[src/include/cic_pkg.sv]
// constants for the core implementation control register bank
package cic_pkg;
  localparam logic [9:0] CIC_SPR_NUM = 10'h3ff;
  localparam logic [31:0] CIC_RESET_VALUE = 32'h0000_00fc;
  localparam logic [31:0] CIC_WRITE_MASK = 32'h0703_f801;
  localparam int CIC_BIT_PREFIX_OVR = 26;
  localparam int CIC_BIT_DBG_SEL = 25;
  localparam int CIC_BIT_WAIT_EN = 24;
  localparam int CIC_BIT_DCACHE = 17;
  localparam int CIC_BIT_ICACHE = 16;
  localparam int CIC_BIT_NO_CRPAIR = 15;
  localparam int CIC_BIT_NO_BRPAIR = 14;
  localparam int CIC_BIT_NO_CDISP = 13;
  localparam int CIC_BIT_NO_PIPE = 12;
  localparam int CIC_BIT_IMPRECISE = 11;
  localparam int CIC_BIT_CHECKSTOP = 0;
  localparam logic [15:0] CIC_VEC_HIGH_PREFIX = 16'hfff0;
  localparam logic [15:0] CIC_VEC_LOW_PREFIX = 16'h0000;
endpackage : cic_pkg

[src/verilog/cic_vector.sv]
// exception vector former
`timescale 1ns/1ps
`default_nettype none
module cic_vector import cic_pkg::*; (
  input wire logic sys_clk,
  input wire logic rst,
  input wire logic ce,
  input wire logic prefix_override,
  input wire logic vector_high_select,
  input wire logic [15:0] vector_prefix_register,
  input wire logic req,
  input wire logic [15:0] offset,
  output logic [31:0] vector,
  output logic valid
);
  logic [31:0] vector_reg;
  logic [31:0] vector_next;
  logic valid_reg;
  logic valid_next;

  ////////////////////////////////////////////////////////////////////////////////
  always_comb begin
    vector_next = vector_reg;
    valid_next = req;
    if (req) begin
      if (prefix_override) begin
        vector_next = {vector_prefix_register, offset};
      end else if (vector_high_select) begin
        vector_next = {CIC_VEC_HIGH_PREFIX, offset};
      end else begin
        vector_next = {CIC_VEC_LOW_PREFIX, offset};
      end
    end
  end

  always_ff @(posedge sys_clk) begin
    if (rst) begin
      vector_reg <= 32'h0000_0000;
      valid_reg <= 1'b0;
    end else if (ce) begin
      vector_reg <= vector_next;
      valid_reg <= valid_next;
    end
  end

  assign vector = vector_reg;
  assign valid = valid_reg;

  ////////////////////////////////////////////////////////////////////////////////
  vec_override_a: assert property (
    @(posedge sys_clk) disable iff (rst)
    (ce && req && prefix_override) |=>
      (valid && vector == {$past(vector_prefix_register), $past(offset)}))
    else $error("override vector not taken from prefix register");

  vec_select_a: assert property (
    @(posedge sys_clk) disable iff (rst)
    (ce && req && !prefix_override) |=>
      (vector[31:16] == ($past(vector_high_select) ? CIC_VEC_HIGH_PREFIX : CIC_VEC_LOW_PREFIX)))
    else $error("vector upper half not chosen by high select");

  vec_offset_a: assert property (
    @(posedge sys_clk) disable iff (rst)
    (ce && req) |=> (vector[15:0] == $past(offset)))
    else $error("vector low half is not the offset");
endmodule : cic_vector
`default_nettype wire

[src/verilog/cic_top.sv]
// core implementation control register bank
`timescale 1ns/1ps
`default_nettype none
module cic_top import cic_pkg::*; (
  input wire logic sys_clk,
  input wire logic rst,
  input wire logic ce,
  input wire logic [9:0] spr_num,
  input wire logic spr_wr_stb,
  input wire logic [31:0] spr_wr_data,
  input wire logic spr_rd_stb,
  output logic [31:0] spr_rd_data,
  output logic spr_rd_valid,
  input wire logic msr_vector_high_select,
  input wire logic msr_branch_trace_enable,
  input wire logic msr_single_step_enable,
  input wire logic msr_dbg_event_enable,
  input wire logic msr_wait_state,
  input wire logic msr_machine_check_enable,
  input wire logic [15:0] vector_prefix_register,
  input wire logic exc_req,
  input wire logic [15:0] exc_offset,
  output logic [31:0] exc_vector,
  output logic exc_vector_valid,
  input wire logic instruction_address_compare_hit,
  input wire logic mchk_in,
  output logic dcache_en,
  output logic icache_en,
  output logic no_crlogic_pairing,
  output logic no_branch_pairing,
  output logic no_cond_dispatch,
  output logic no_pipelining,
  output logic mchk_imprecise_ok,
  output logic branch_trace_active,
  output logic single_step_active,
  output logic dbg_event_active,
  output logic embedded_dbg_en,
  output logic iac_event,
  output logic wait_state_enter,
  output logic mchk_exception,
  output logic mchk_continue,
  output logic checkstop_frozen
);
  logic [31:0] ctrl_reg;
  logic [31:0] ctrl_next;
  logic [31:0] rd_data_reg;
  logic [31:0] rd_data_next;
  logic rd_valid_reg;
  logic rd_valid_next;
  logic spr_hit;

  logic [12:0] out_reg;
  logic [12:0] out_next;
  logic mchk_exc_reg;
  logic mchk_exc_next;
  logic mchk_cont_reg;
  logic mchk_cont_next;
  logic frozen_reg;
  logic frozen_next;

  ////////////////////////////////////////////////////////////////////////////////
  // register access
  assign spr_hit = (spr_num == CIC_SPR_NUM);

  always_comb begin
    ctrl_next = ctrl_reg;
    rd_data_next = rd_data_reg;
    rd_valid_next = 1'b0;
    if (spr_wr_stb && spr_hit && !frozen_reg) begin
      ctrl_next = spr_wr_data & CIC_WRITE_MASK;
    end
    if (spr_rd_stb && spr_hit) begin
      rd_data_next = ctrl_reg & CIC_WRITE_MASK;
      rd_valid_next = 1'b1;
    end
  end

  always_ff @(posedge sys_clk) begin
    if (rst) begin
      ctrl_reg <= CIC_RESET_VALUE & CIC_WRITE_MASK;
      rd_data_reg <= 32'h0000_0000;
      rd_valid_reg <= 1'b0;
    end else if (ce) begin
      ctrl_reg <= ctrl_next;
      rd_data_reg <= rd_data_next;
      rd_valid_reg <= rd_valid_next;
    end
  end

  assign spr_rd_data = rd_data_reg;
  assign spr_rd_valid = rd_valid_reg;

  ////////////////////////////////////////////////////////////////////////////////
  // control outputs
  always_comb begin
    out_next = '0;
    out_next[0] = ctrl_reg[CIC_BIT_DCACHE];
    out_next[1] = ctrl_reg[CIC_BIT_ICACHE];
    out_next[2] = ctrl_reg[CIC_BIT_NO_CRPAIR];
    out_next[3] = ctrl_reg[CIC_BIT_NO_BRPAIR];
    out_next[4] = ctrl_reg[CIC_BIT_NO_CDISP];
    out_next[5] = ctrl_reg[CIC_BIT_NO_PIPE];
    out_next[6] = ctrl_reg[CIC_BIT_IMPRECISE];
    out_next[7] = !ctrl_reg[CIC_BIT_DBG_SEL] && msr_branch_trace_enable;
    out_next[8] = !ctrl_reg[CIC_BIT_DBG_SEL] && msr_single_step_enable;
    out_next[9] = ctrl_reg[CIC_BIT_DBG_SEL] && msr_dbg_event_enable;
    out_next[10] = ctrl_reg[CIC_BIT_DBG_SEL];
    out_next[11] = ctrl_reg[CIC_BIT_DBG_SEL] && msr_dbg_event_enable
                   && instruction_address_compare_hit;
    out_next[12] = ctrl_reg[CIC_BIT_WAIT_EN] && msr_wait_state;
  end

  always_ff @(posedge sys_clk) begin
    if (rst) begin
      out_reg <= '0;
    end else if (ce) begin
      out_reg <= out_next;
    end
  end

  assign dcache_en = out_reg[0];
  assign icache_en = out_reg[1];
  assign no_crlogic_pairing = out_reg[2];
  assign no_branch_pairing = out_reg[3];
  assign no_cond_dispatch = out_reg[4];
  assign no_pipelining = out_reg[5];
  assign mchk_imprecise_ok = out_reg[6];
  assign branch_trace_active = out_reg[7];
  assign single_step_active = out_reg[8];
  assign dbg_event_active = out_reg[9];
  assign embedded_dbg_en = out_reg[10];
  assign iac_event = out_reg[11];
  assign wait_state_enter = out_reg[12];

  ////////////////////////////////////////////////////////////////////////////////
  // machine check handling
  always_comb begin
    mchk_exc_next = 1'b0;
    mchk_cont_next = 1'b0;
    frozen_next = frozen_reg;
    if (mchk_in && !frozen_reg) begin
      if (msr_machine_check_enable) begin
        mchk_exc_next = 1'b1;
      end else if (ctrl_reg[CIC_BIT_CHECKSTOP]) begin
        frozen_next = 1'b1;
      end else begin
        mchk_cont_next = 1'b1;
      end
    end
  end

  always_ff @(posedge sys_clk) begin
    if (rst) begin
      mchk_exc_reg <= 1'b0;
      mchk_cont_reg <= 1'b0;
      frozen_reg <= 1'b0;
    end else if (ce) begin
      mchk_exc_reg <= mchk_exc_next;
      mchk_cont_reg <= mchk_cont_next;
      frozen_reg <= frozen_next;
    end
  end

  assign mchk_exception = mchk_exc_reg;
  assign mchk_continue = mchk_cont_reg;
  assign checkstop_frozen = frozen_reg;

  ////////////////////////////////////////////////////////////////////////////////
  // exception vector
  cic_vector u_vector (
    .sys_clk(sys_clk),
    .rst(rst),
    .ce(ce),
    .prefix_override(ctrl_reg[CIC_BIT_PREFIX_OVR]),
    .vector_high_select(msr_vector_high_select),
    .vector_prefix_register(vector_prefix_register),
    .req(exc_req),
    .offset(exc_offset),
    .vector(exc_vector),
    .valid(exc_vector_valid)
  );

  ////////////////////////////////////////////////////////////////////////////////
  // checks
  ctrl_write_a: assert property (
    @(posedge sys_clk) disable iff (rst)
    (ce && spr_wr_stb && spr_hit && !frozen_reg) |=>
      (ctrl_reg == ($past(spr_wr_data) & CIC_WRITE_MASK)))
    else $error("written value not held in control register");

  reserved_zero_a: assert property (
    @(posedge sys_clk) disable iff (rst)
    spr_rd_valid |-> ((spr_rd_data & ~CIC_WRITE_MASK) == 32'h0000_0000))
    else $error("reserved bits read nonzero");

  read_back_a: assert property (
    @(posedge sys_clk) disable iff (rst)
    (ce && spr_rd_stb && spr_hit) |=> (spr_rd_valid && spr_rd_data == $past(ctrl_reg)))
    else $error("read data does not match control register");

  reset_value_a: assert property (
    @(posedge sys_clk)
    $past(rst) |-> (ctrl_reg == (CIC_RESET_VALUE & CIC_WRITE_MASK)))
    else $error("control register not at reset value");

  debug_style_a: assert property (
    @(posedge sys_clk) disable iff (rst)
    dbg_event_active |-> (!branch_trace_active && !single_step_active))
    else $error("both debug styles active together");

  embedded_off_a: assert property (
    @(posedge sys_clk) disable iff (rst)
    (ce && !ctrl_reg[CIC_BIT_DBG_SEL]) |=> (!iac_event && !embedded_dbg_en))
    else $error("embedded debug active in trace mode");

  wait_gate_a: assert property (
    @(posedge sys_clk) disable iff (rst)
    (ce && !ctrl_reg[CIC_BIT_WAIT_EN]) |=> !wait_state_enter)
    else $error("wait state entered while disabled");

  cache_follow_a: assert property (
    @(posedge sys_clk) disable iff (rst)
    ce |=> (dcache_en == $past(ctrl_reg[CIC_BIT_DCACHE])
            && icache_en == $past(ctrl_reg[CIC_BIT_ICACHE])))
    else $error("cache enables do not follow control fields");

  opt_follow_a: assert property (
    @(posedge sys_clk) disable iff (rst)
    ce |=> (no_pipelining == $past(ctrl_reg[CIC_BIT_NO_PIPE])
            && no_cond_dispatch == $past(ctrl_reg[CIC_BIT_NO_CDISP])))
    else $error("optimisation disables do not follow fields");

  mchk_take_a: assert property (
    @(posedge sys_clk) disable iff (rst)
    (ce && mchk_in && msr_machine_check_enable && !frozen_reg) |=>
      (mchk_exception && !mchk_continue && !checkstop_frozen))
    else $error("machine check exception not taken");

  checkstop_a: assert property (
    @(posedge sys_clk) disable iff (rst)
    (ce && mchk_in && !msr_machine_check_enable && ctrl_reg[CIC_BIT_CHECKSTOP]) |=>
      checkstop_frozen [*3])
    else $error("checkstop did not freeze and hold");

  mchk_continue_a: assert property (
    @(posedge sys_clk) disable iff (rst)
    (ce && mchk_in && !msr_machine_check_enable && !ctrl_reg[CIC_BIT_CHECKSTOP]
     && !frozen_reg) |=> (mchk_continue && !mchk_exception && !checkstop_frozen))
    else $error("continue not signalled on masked machine check");

  hold_state_a: assert property (
    @(posedge sys_clk) disable iff (rst)
    !ce |=> ($stable(ctrl_reg) && $stable(out_reg) && $stable(frozen_reg)))
    else $error("state changed while clock enable low");

  frozen_sticky_a: assert property (
    @(posedge sys_clk) disable iff (rst)
    checkstop_frozen |=> checkstop_frozen)
    else $error("checkstop freeze released without reset");

  frozen_write_a: assert property (
    @(posedge sys_clk) disable iff (rst)
    frozen_reg |=> $stable(ctrl_reg))
    else $error("control register written while frozen");

  frozen_quiet_a: assert property (
    @(posedge sys_clk) disable iff (rst)
    checkstop_frozen |-> (!mchk_exception && !mchk_continue))
    else $error("machine check answered while frozen");

  mchk_single_a: assert property (
    @(posedge sys_clk) disable iff (rst)
    !(mchk_exception && mchk_continue))
    else $error("exception and continue signalled together");

  trace_gate_a: assert property (
    @(posedge sys_clk) disable iff (rst)
    (ce && ctrl_reg[CIC_BIT_DBG_SEL]) |=> (!branch_trace_active && !single_step_active))
    else $error("trace or single step active in debug-event style");

  event_gate_a: assert property (
    @(posedge sys_clk) disable iff (rst)
    (ce && !ctrl_reg[CIC_BIT_DBG_SEL]) |=> !dbg_event_active)
    else $error("debug event active in trace style");

  imprecise_follow_a: assert property (
    @(posedge sys_clk) disable iff (rst)
    ce |=> (mchk_imprecise_ok == $past(ctrl_reg[CIC_BIT_IMPRECISE])))
    else $error("imprecise permission does not follow field");

  pair_follow_a: assert property (
    @(posedge sys_clk) disable iff (rst)
    ce |=> (no_crlogic_pairing == $past(ctrl_reg[CIC_BIT_NO_CRPAIR])
            && no_branch_pairing == $past(ctrl_reg[CIC_BIT_NO_BRPAIR])))
    else $error("pairing disables do not follow fields");

  wait_follow_a: assert property (
    @(posedge sys_clk) disable iff (rst)
    (ce && ctrl_reg[CIC_BIT_WAIT_EN]) |=> (wait_state_enter == $past(msr_wait_state)))
    else $error("wait state does not follow machine-state bit");

  read_quiet_a: assert property (
    @(posedge sys_clk) disable iff (rst)
    (ce && !(spr_rd_stb && spr_hit)) |=> (!spr_rd_valid && $stable(spr_rd_data)))
    else $error("read answered without an accepted read");
endmodule : cic_top
`default_nettype wire

[config.mk]
export PLATFORM = sky130hd
export DESIGN_NAME = cic_top
export DESIGN_NICKNAME = d
export VERILOG_FILES = /design/src/include/cic_pkg.sv /design/src/verilog/cic_vector.sv /design/src/verilog/cic_top.sv
export SDC_FILE = /design/constraint.sdc
export NUM_CORES = 1
export LEC_CHECK = 0
export BUFFER_PORTS_ARGS = -buffer_cell sky130_fd_sc_hd__buf_2
export CAP_MARGIN = 20
export CORE_ASPECT_RATIO = 0.6
export CORE_UTILIZATION = 44
export DETAILED_ROUTE_END_ITERATION = 8
export PLACE_DENSITY = 0.79
export SYNTH_ARGS = -nofsm -noshare
export SYNTH_HDL_FRONTEND = slang
export SYNTH_SLANG_ARGS = --single-unit
[constraint.sdc]
create_clock -name sys_clk -period 1.6 [get_ports sys_clk]
set_clock_uncertainty 0.1 [all_clocks]
set_input_delay 0.08 -clock sys_clk [delete_from_list [all_inputs] [get_ports sys_clk]]
set_output_delay 0.08 -clock sys_clk [all_outputs]
set_load 0.05 [all_outputs]
==> reports/qor.yml <==
status:
  status: "finished with violations"
  violations: "negative hold slack"
cells_and_area:
  seqCellArea_mm2: 0.00144
  multi_input_area_mm2: 0.00135
  instances_no_fill: 582
  n_fill_cell: 510
  drive_gt1_share_pct: 31.7
  syn2layout_area_growth_pct: 46.9
  diodes: 0
  postLayoutCoreUtil_pct: 69.6
  largest_reg_flops: 32
  final_net_count: 581
critical_path:
  critPathTopFamily: "simple AND/OR/NAND/NOR gates"
  cpMaxStageDelayCell: "dfxtp_1"
  path_cells: "nand4b_1 -> nor4_4 -> buf_4 -> mux2i_1"
  required_ns: 1.74
  rrSetupSlack_ns: 0.20
  end_kind: "flip-flop"
  critPathMaxStageDelay_ns: 0.32
  start_kind: "flip-flop"
  cp.buffers_inverters: 1
  crit_path_max_fanout: 11
  critPathKind: "flip-flop to flip-flop"
  critical_path_arrival_ns: 1.54
sta:
  max_freq_ghz: 0.716
  hold_viol: 1
  final.setup.tns_ns: 0
  layout_min_cycle_time_ns: 1.40
  whs_ns: -0.0207
  setup_viol: 0
  fin_crit_sh_pct: 87.3
  finalMaxSlewViolations: 0
  rsz0062_at_grt: "false"
pwr:
  total_switching_power_uw: 1170
  p_leak_uw: 0.00199
  p_int_uw: 3470
  p_clk_share_pct: 45.5
  powerDensity_mw_per_mm2: 1050
  p_comb_share_pct: 14.5
  irDropWorstVdd_uv: 659
  switching_share_pct: 25.2
  power_frac_seq_pct: 40.0
  p_total_uw: 4650
placed_design:
  gp_congestion: 0.718
  place_hpwl_um: 4960
  port_buffers: 127
  place_inst: 521
logic_synthesis:
  synth_area_leaders: "dfxtp_1 (48%), mux2i_1 (10%), nand2b_1 (7.9%)"
  yosysTopAreaCell: "dfxtp_1"
  syn_area_per_cell_um2: 9.26
  yosysWarnings: 0
  synthesis.area_mm2: 0.00300
  yosys.cell_types.count: 25
  synth.ff_latch_count: 72
  syn_inst: 324
  yosysSeqAreaShare_pct: 48.1
  synth_top_area_share_pct: 48.1
run:
  maxCapViolCount: 0
clock_network:
  clock_latency_ns: 0.32
  clk_pin_slew_worst_paths_ns: 0.05
  cts_buffers: 9
  clockRootBuffer: "clkbuf_16"
  cts_tree: "built"
  htree_levels: 3
  clock-sinks: 72
  clock_path_buffers: 2
detailed_routing:
  drt_iter0_markers: 114
  dr_total_vias: 2768
  routed_wl_um: 7750
  drt-pass1-iter-count: 6
  wl_per_cell_um: 13.3
  vias_per_cell: 4.76
  antenna_left: 0
  drc: 0
global_routing:
  grt_use_total_pct: 21.9
  grt_overflow: 0
  grt_pass1_vias: 2654
  grt_max_degree: 84
  grt_pass1_wl_um: 12100
  antenna_found_initial: 0
hold_path:
  hold_path.class: "primary input to flip-flop"
floorplan:
  fp.coreArea_mm2: 0.00633
  placementRows: 22
  start_util_pct: 47.4
  die_h_um: 66.0
  dieArea_mm2: 0.00716
  pin_count: 170
  fp.dieW_um: 109
power by group through the flow:
stage               combinational [uW]  sequential [uW]  clock, uW
finish                             674             1860       2110
global route                       715             1860       2240
CTS                                669             1860       2160
detailed placement                 582             1900          0
global placement                   572             1900          0
floorplan                          301             2050          0
timing repair:
item | 4_1_cts | 5_1_grt
hold endpoints to repair | 45 | 0
hold buffers | 46 | 0
endpoints found under the setup margin | 0 | 1
buffers inserted | 0 | 0
gates resized for setup | 0 | 0
worst reg2reg max path, delay by kind of cell, from the launching register on:
kind / cells / cell delay, ns
buf+inv: 1 / 0.29
flops: 1 / 0.32
mux: 1 / 0.22
simple gates: 2 / 0.40
cells in the mapped netlist (all sizes together):
library cell and number:
a21oi 27, nand4 2, inv 1, mux2i 31, clkbuf 11, nor2b 5, dfxtp 72, nand4b 2
and2 1, o21ba 1, nand2b 38, a211oi 12, a41oi 1, nor4b 1, buf 34, nand2 38
nor4 2, conb 1, nor3 12, nor2 24, nand3 8
cell usage in the layout, fill, tap and decap left out:
master	instances
nor4_4	2
clkbuf_16	9
o21ba_2	1
a211oi_1	12
nor4b_1	1
nand2b_1	38
nor2b_1	5
a41oi_1	1
nand4_1	1
buf_12	1
inv_1	1
dfxtp_1	72
mux2i_1	31
nor3_1	12
a21oi_1	27
buf_4	10
clkbuf_8	1
nand3_4	1
conb_1	21
dlygate4sd3_1	45
bufinv_16	2
and2_1	1
buf_2	127
nor2_1	24
nand4b_1	2
clkbuf_1	1
nand2_1	38
nand4_4	1
clkinvlp_4	2
clkinv_2	1
nand3_1	7
worst paths after layout:
path,from,end,cells after the start
max,checkstop_frozen$_SDFFE_PP0P_,ctrl_reg[11]$_SDFFE_PP0P_,4
min,mchk_in,mchk_exception$_SDFFE_PP0P_,3
max reg2reg,checkstop_frozen$_SDFFE_PP0P_,ctrl_reg[11]$_SDFFE_PP0P_,4
min reg2reg,u_vector.vector[16]$_SDFFE_PP0P_,u_vector.vector[16]$_SDFFE_PP0P_,2
metal layers:
layer	up-vias	routed length, um	track usage [%]
met2	98	3610	37.8
met4	0	115	7.94
met1	1279	3530	26.0
li1	1375	-	-
met3	16	485	6.40
met5	-	0	0
through the flow:
stage / worst slack (ns) / area, um2 / hold slack [ns]
floorplan: 0.0913 / 3070 / 0.116
detailed placement: 0.202 / 3630 / 0.220
global placement: 0.285 / 3630 / 0.212
global route: 0.117 / 4400 / 0.0132
finish: 0.203 / 4400 / -0.0207
CTS: 0.0855 / 4410 / 0.00545
logic make-up (layout without fill, tap and decap cells):
logic type | after synthesis | after routing | synth area share, %
AND/OR/NAND/NOR | 133 | 133 | 23.9
flip-flops | 72 | 72 | 48.1
buffers and inverters | 46 | 200 | 9.43
AO/OA/AOI/OAI | 41 | 41 | 8.14
multiplexers | 31 | 31 | 10.3
other | 1 | 21 | 0.125
layout make-up:
cell class	count	share of cell area, %
clock buffer	11	5.51
clock inverter	5	1.82
inverter	1	0.0852
multi-input combinational	226	30.7
sequential	72	32.7
tap	84	2.39
timing repair buffer	183	26.8
No activity file was read; power rests on OpenSTA's default activity.
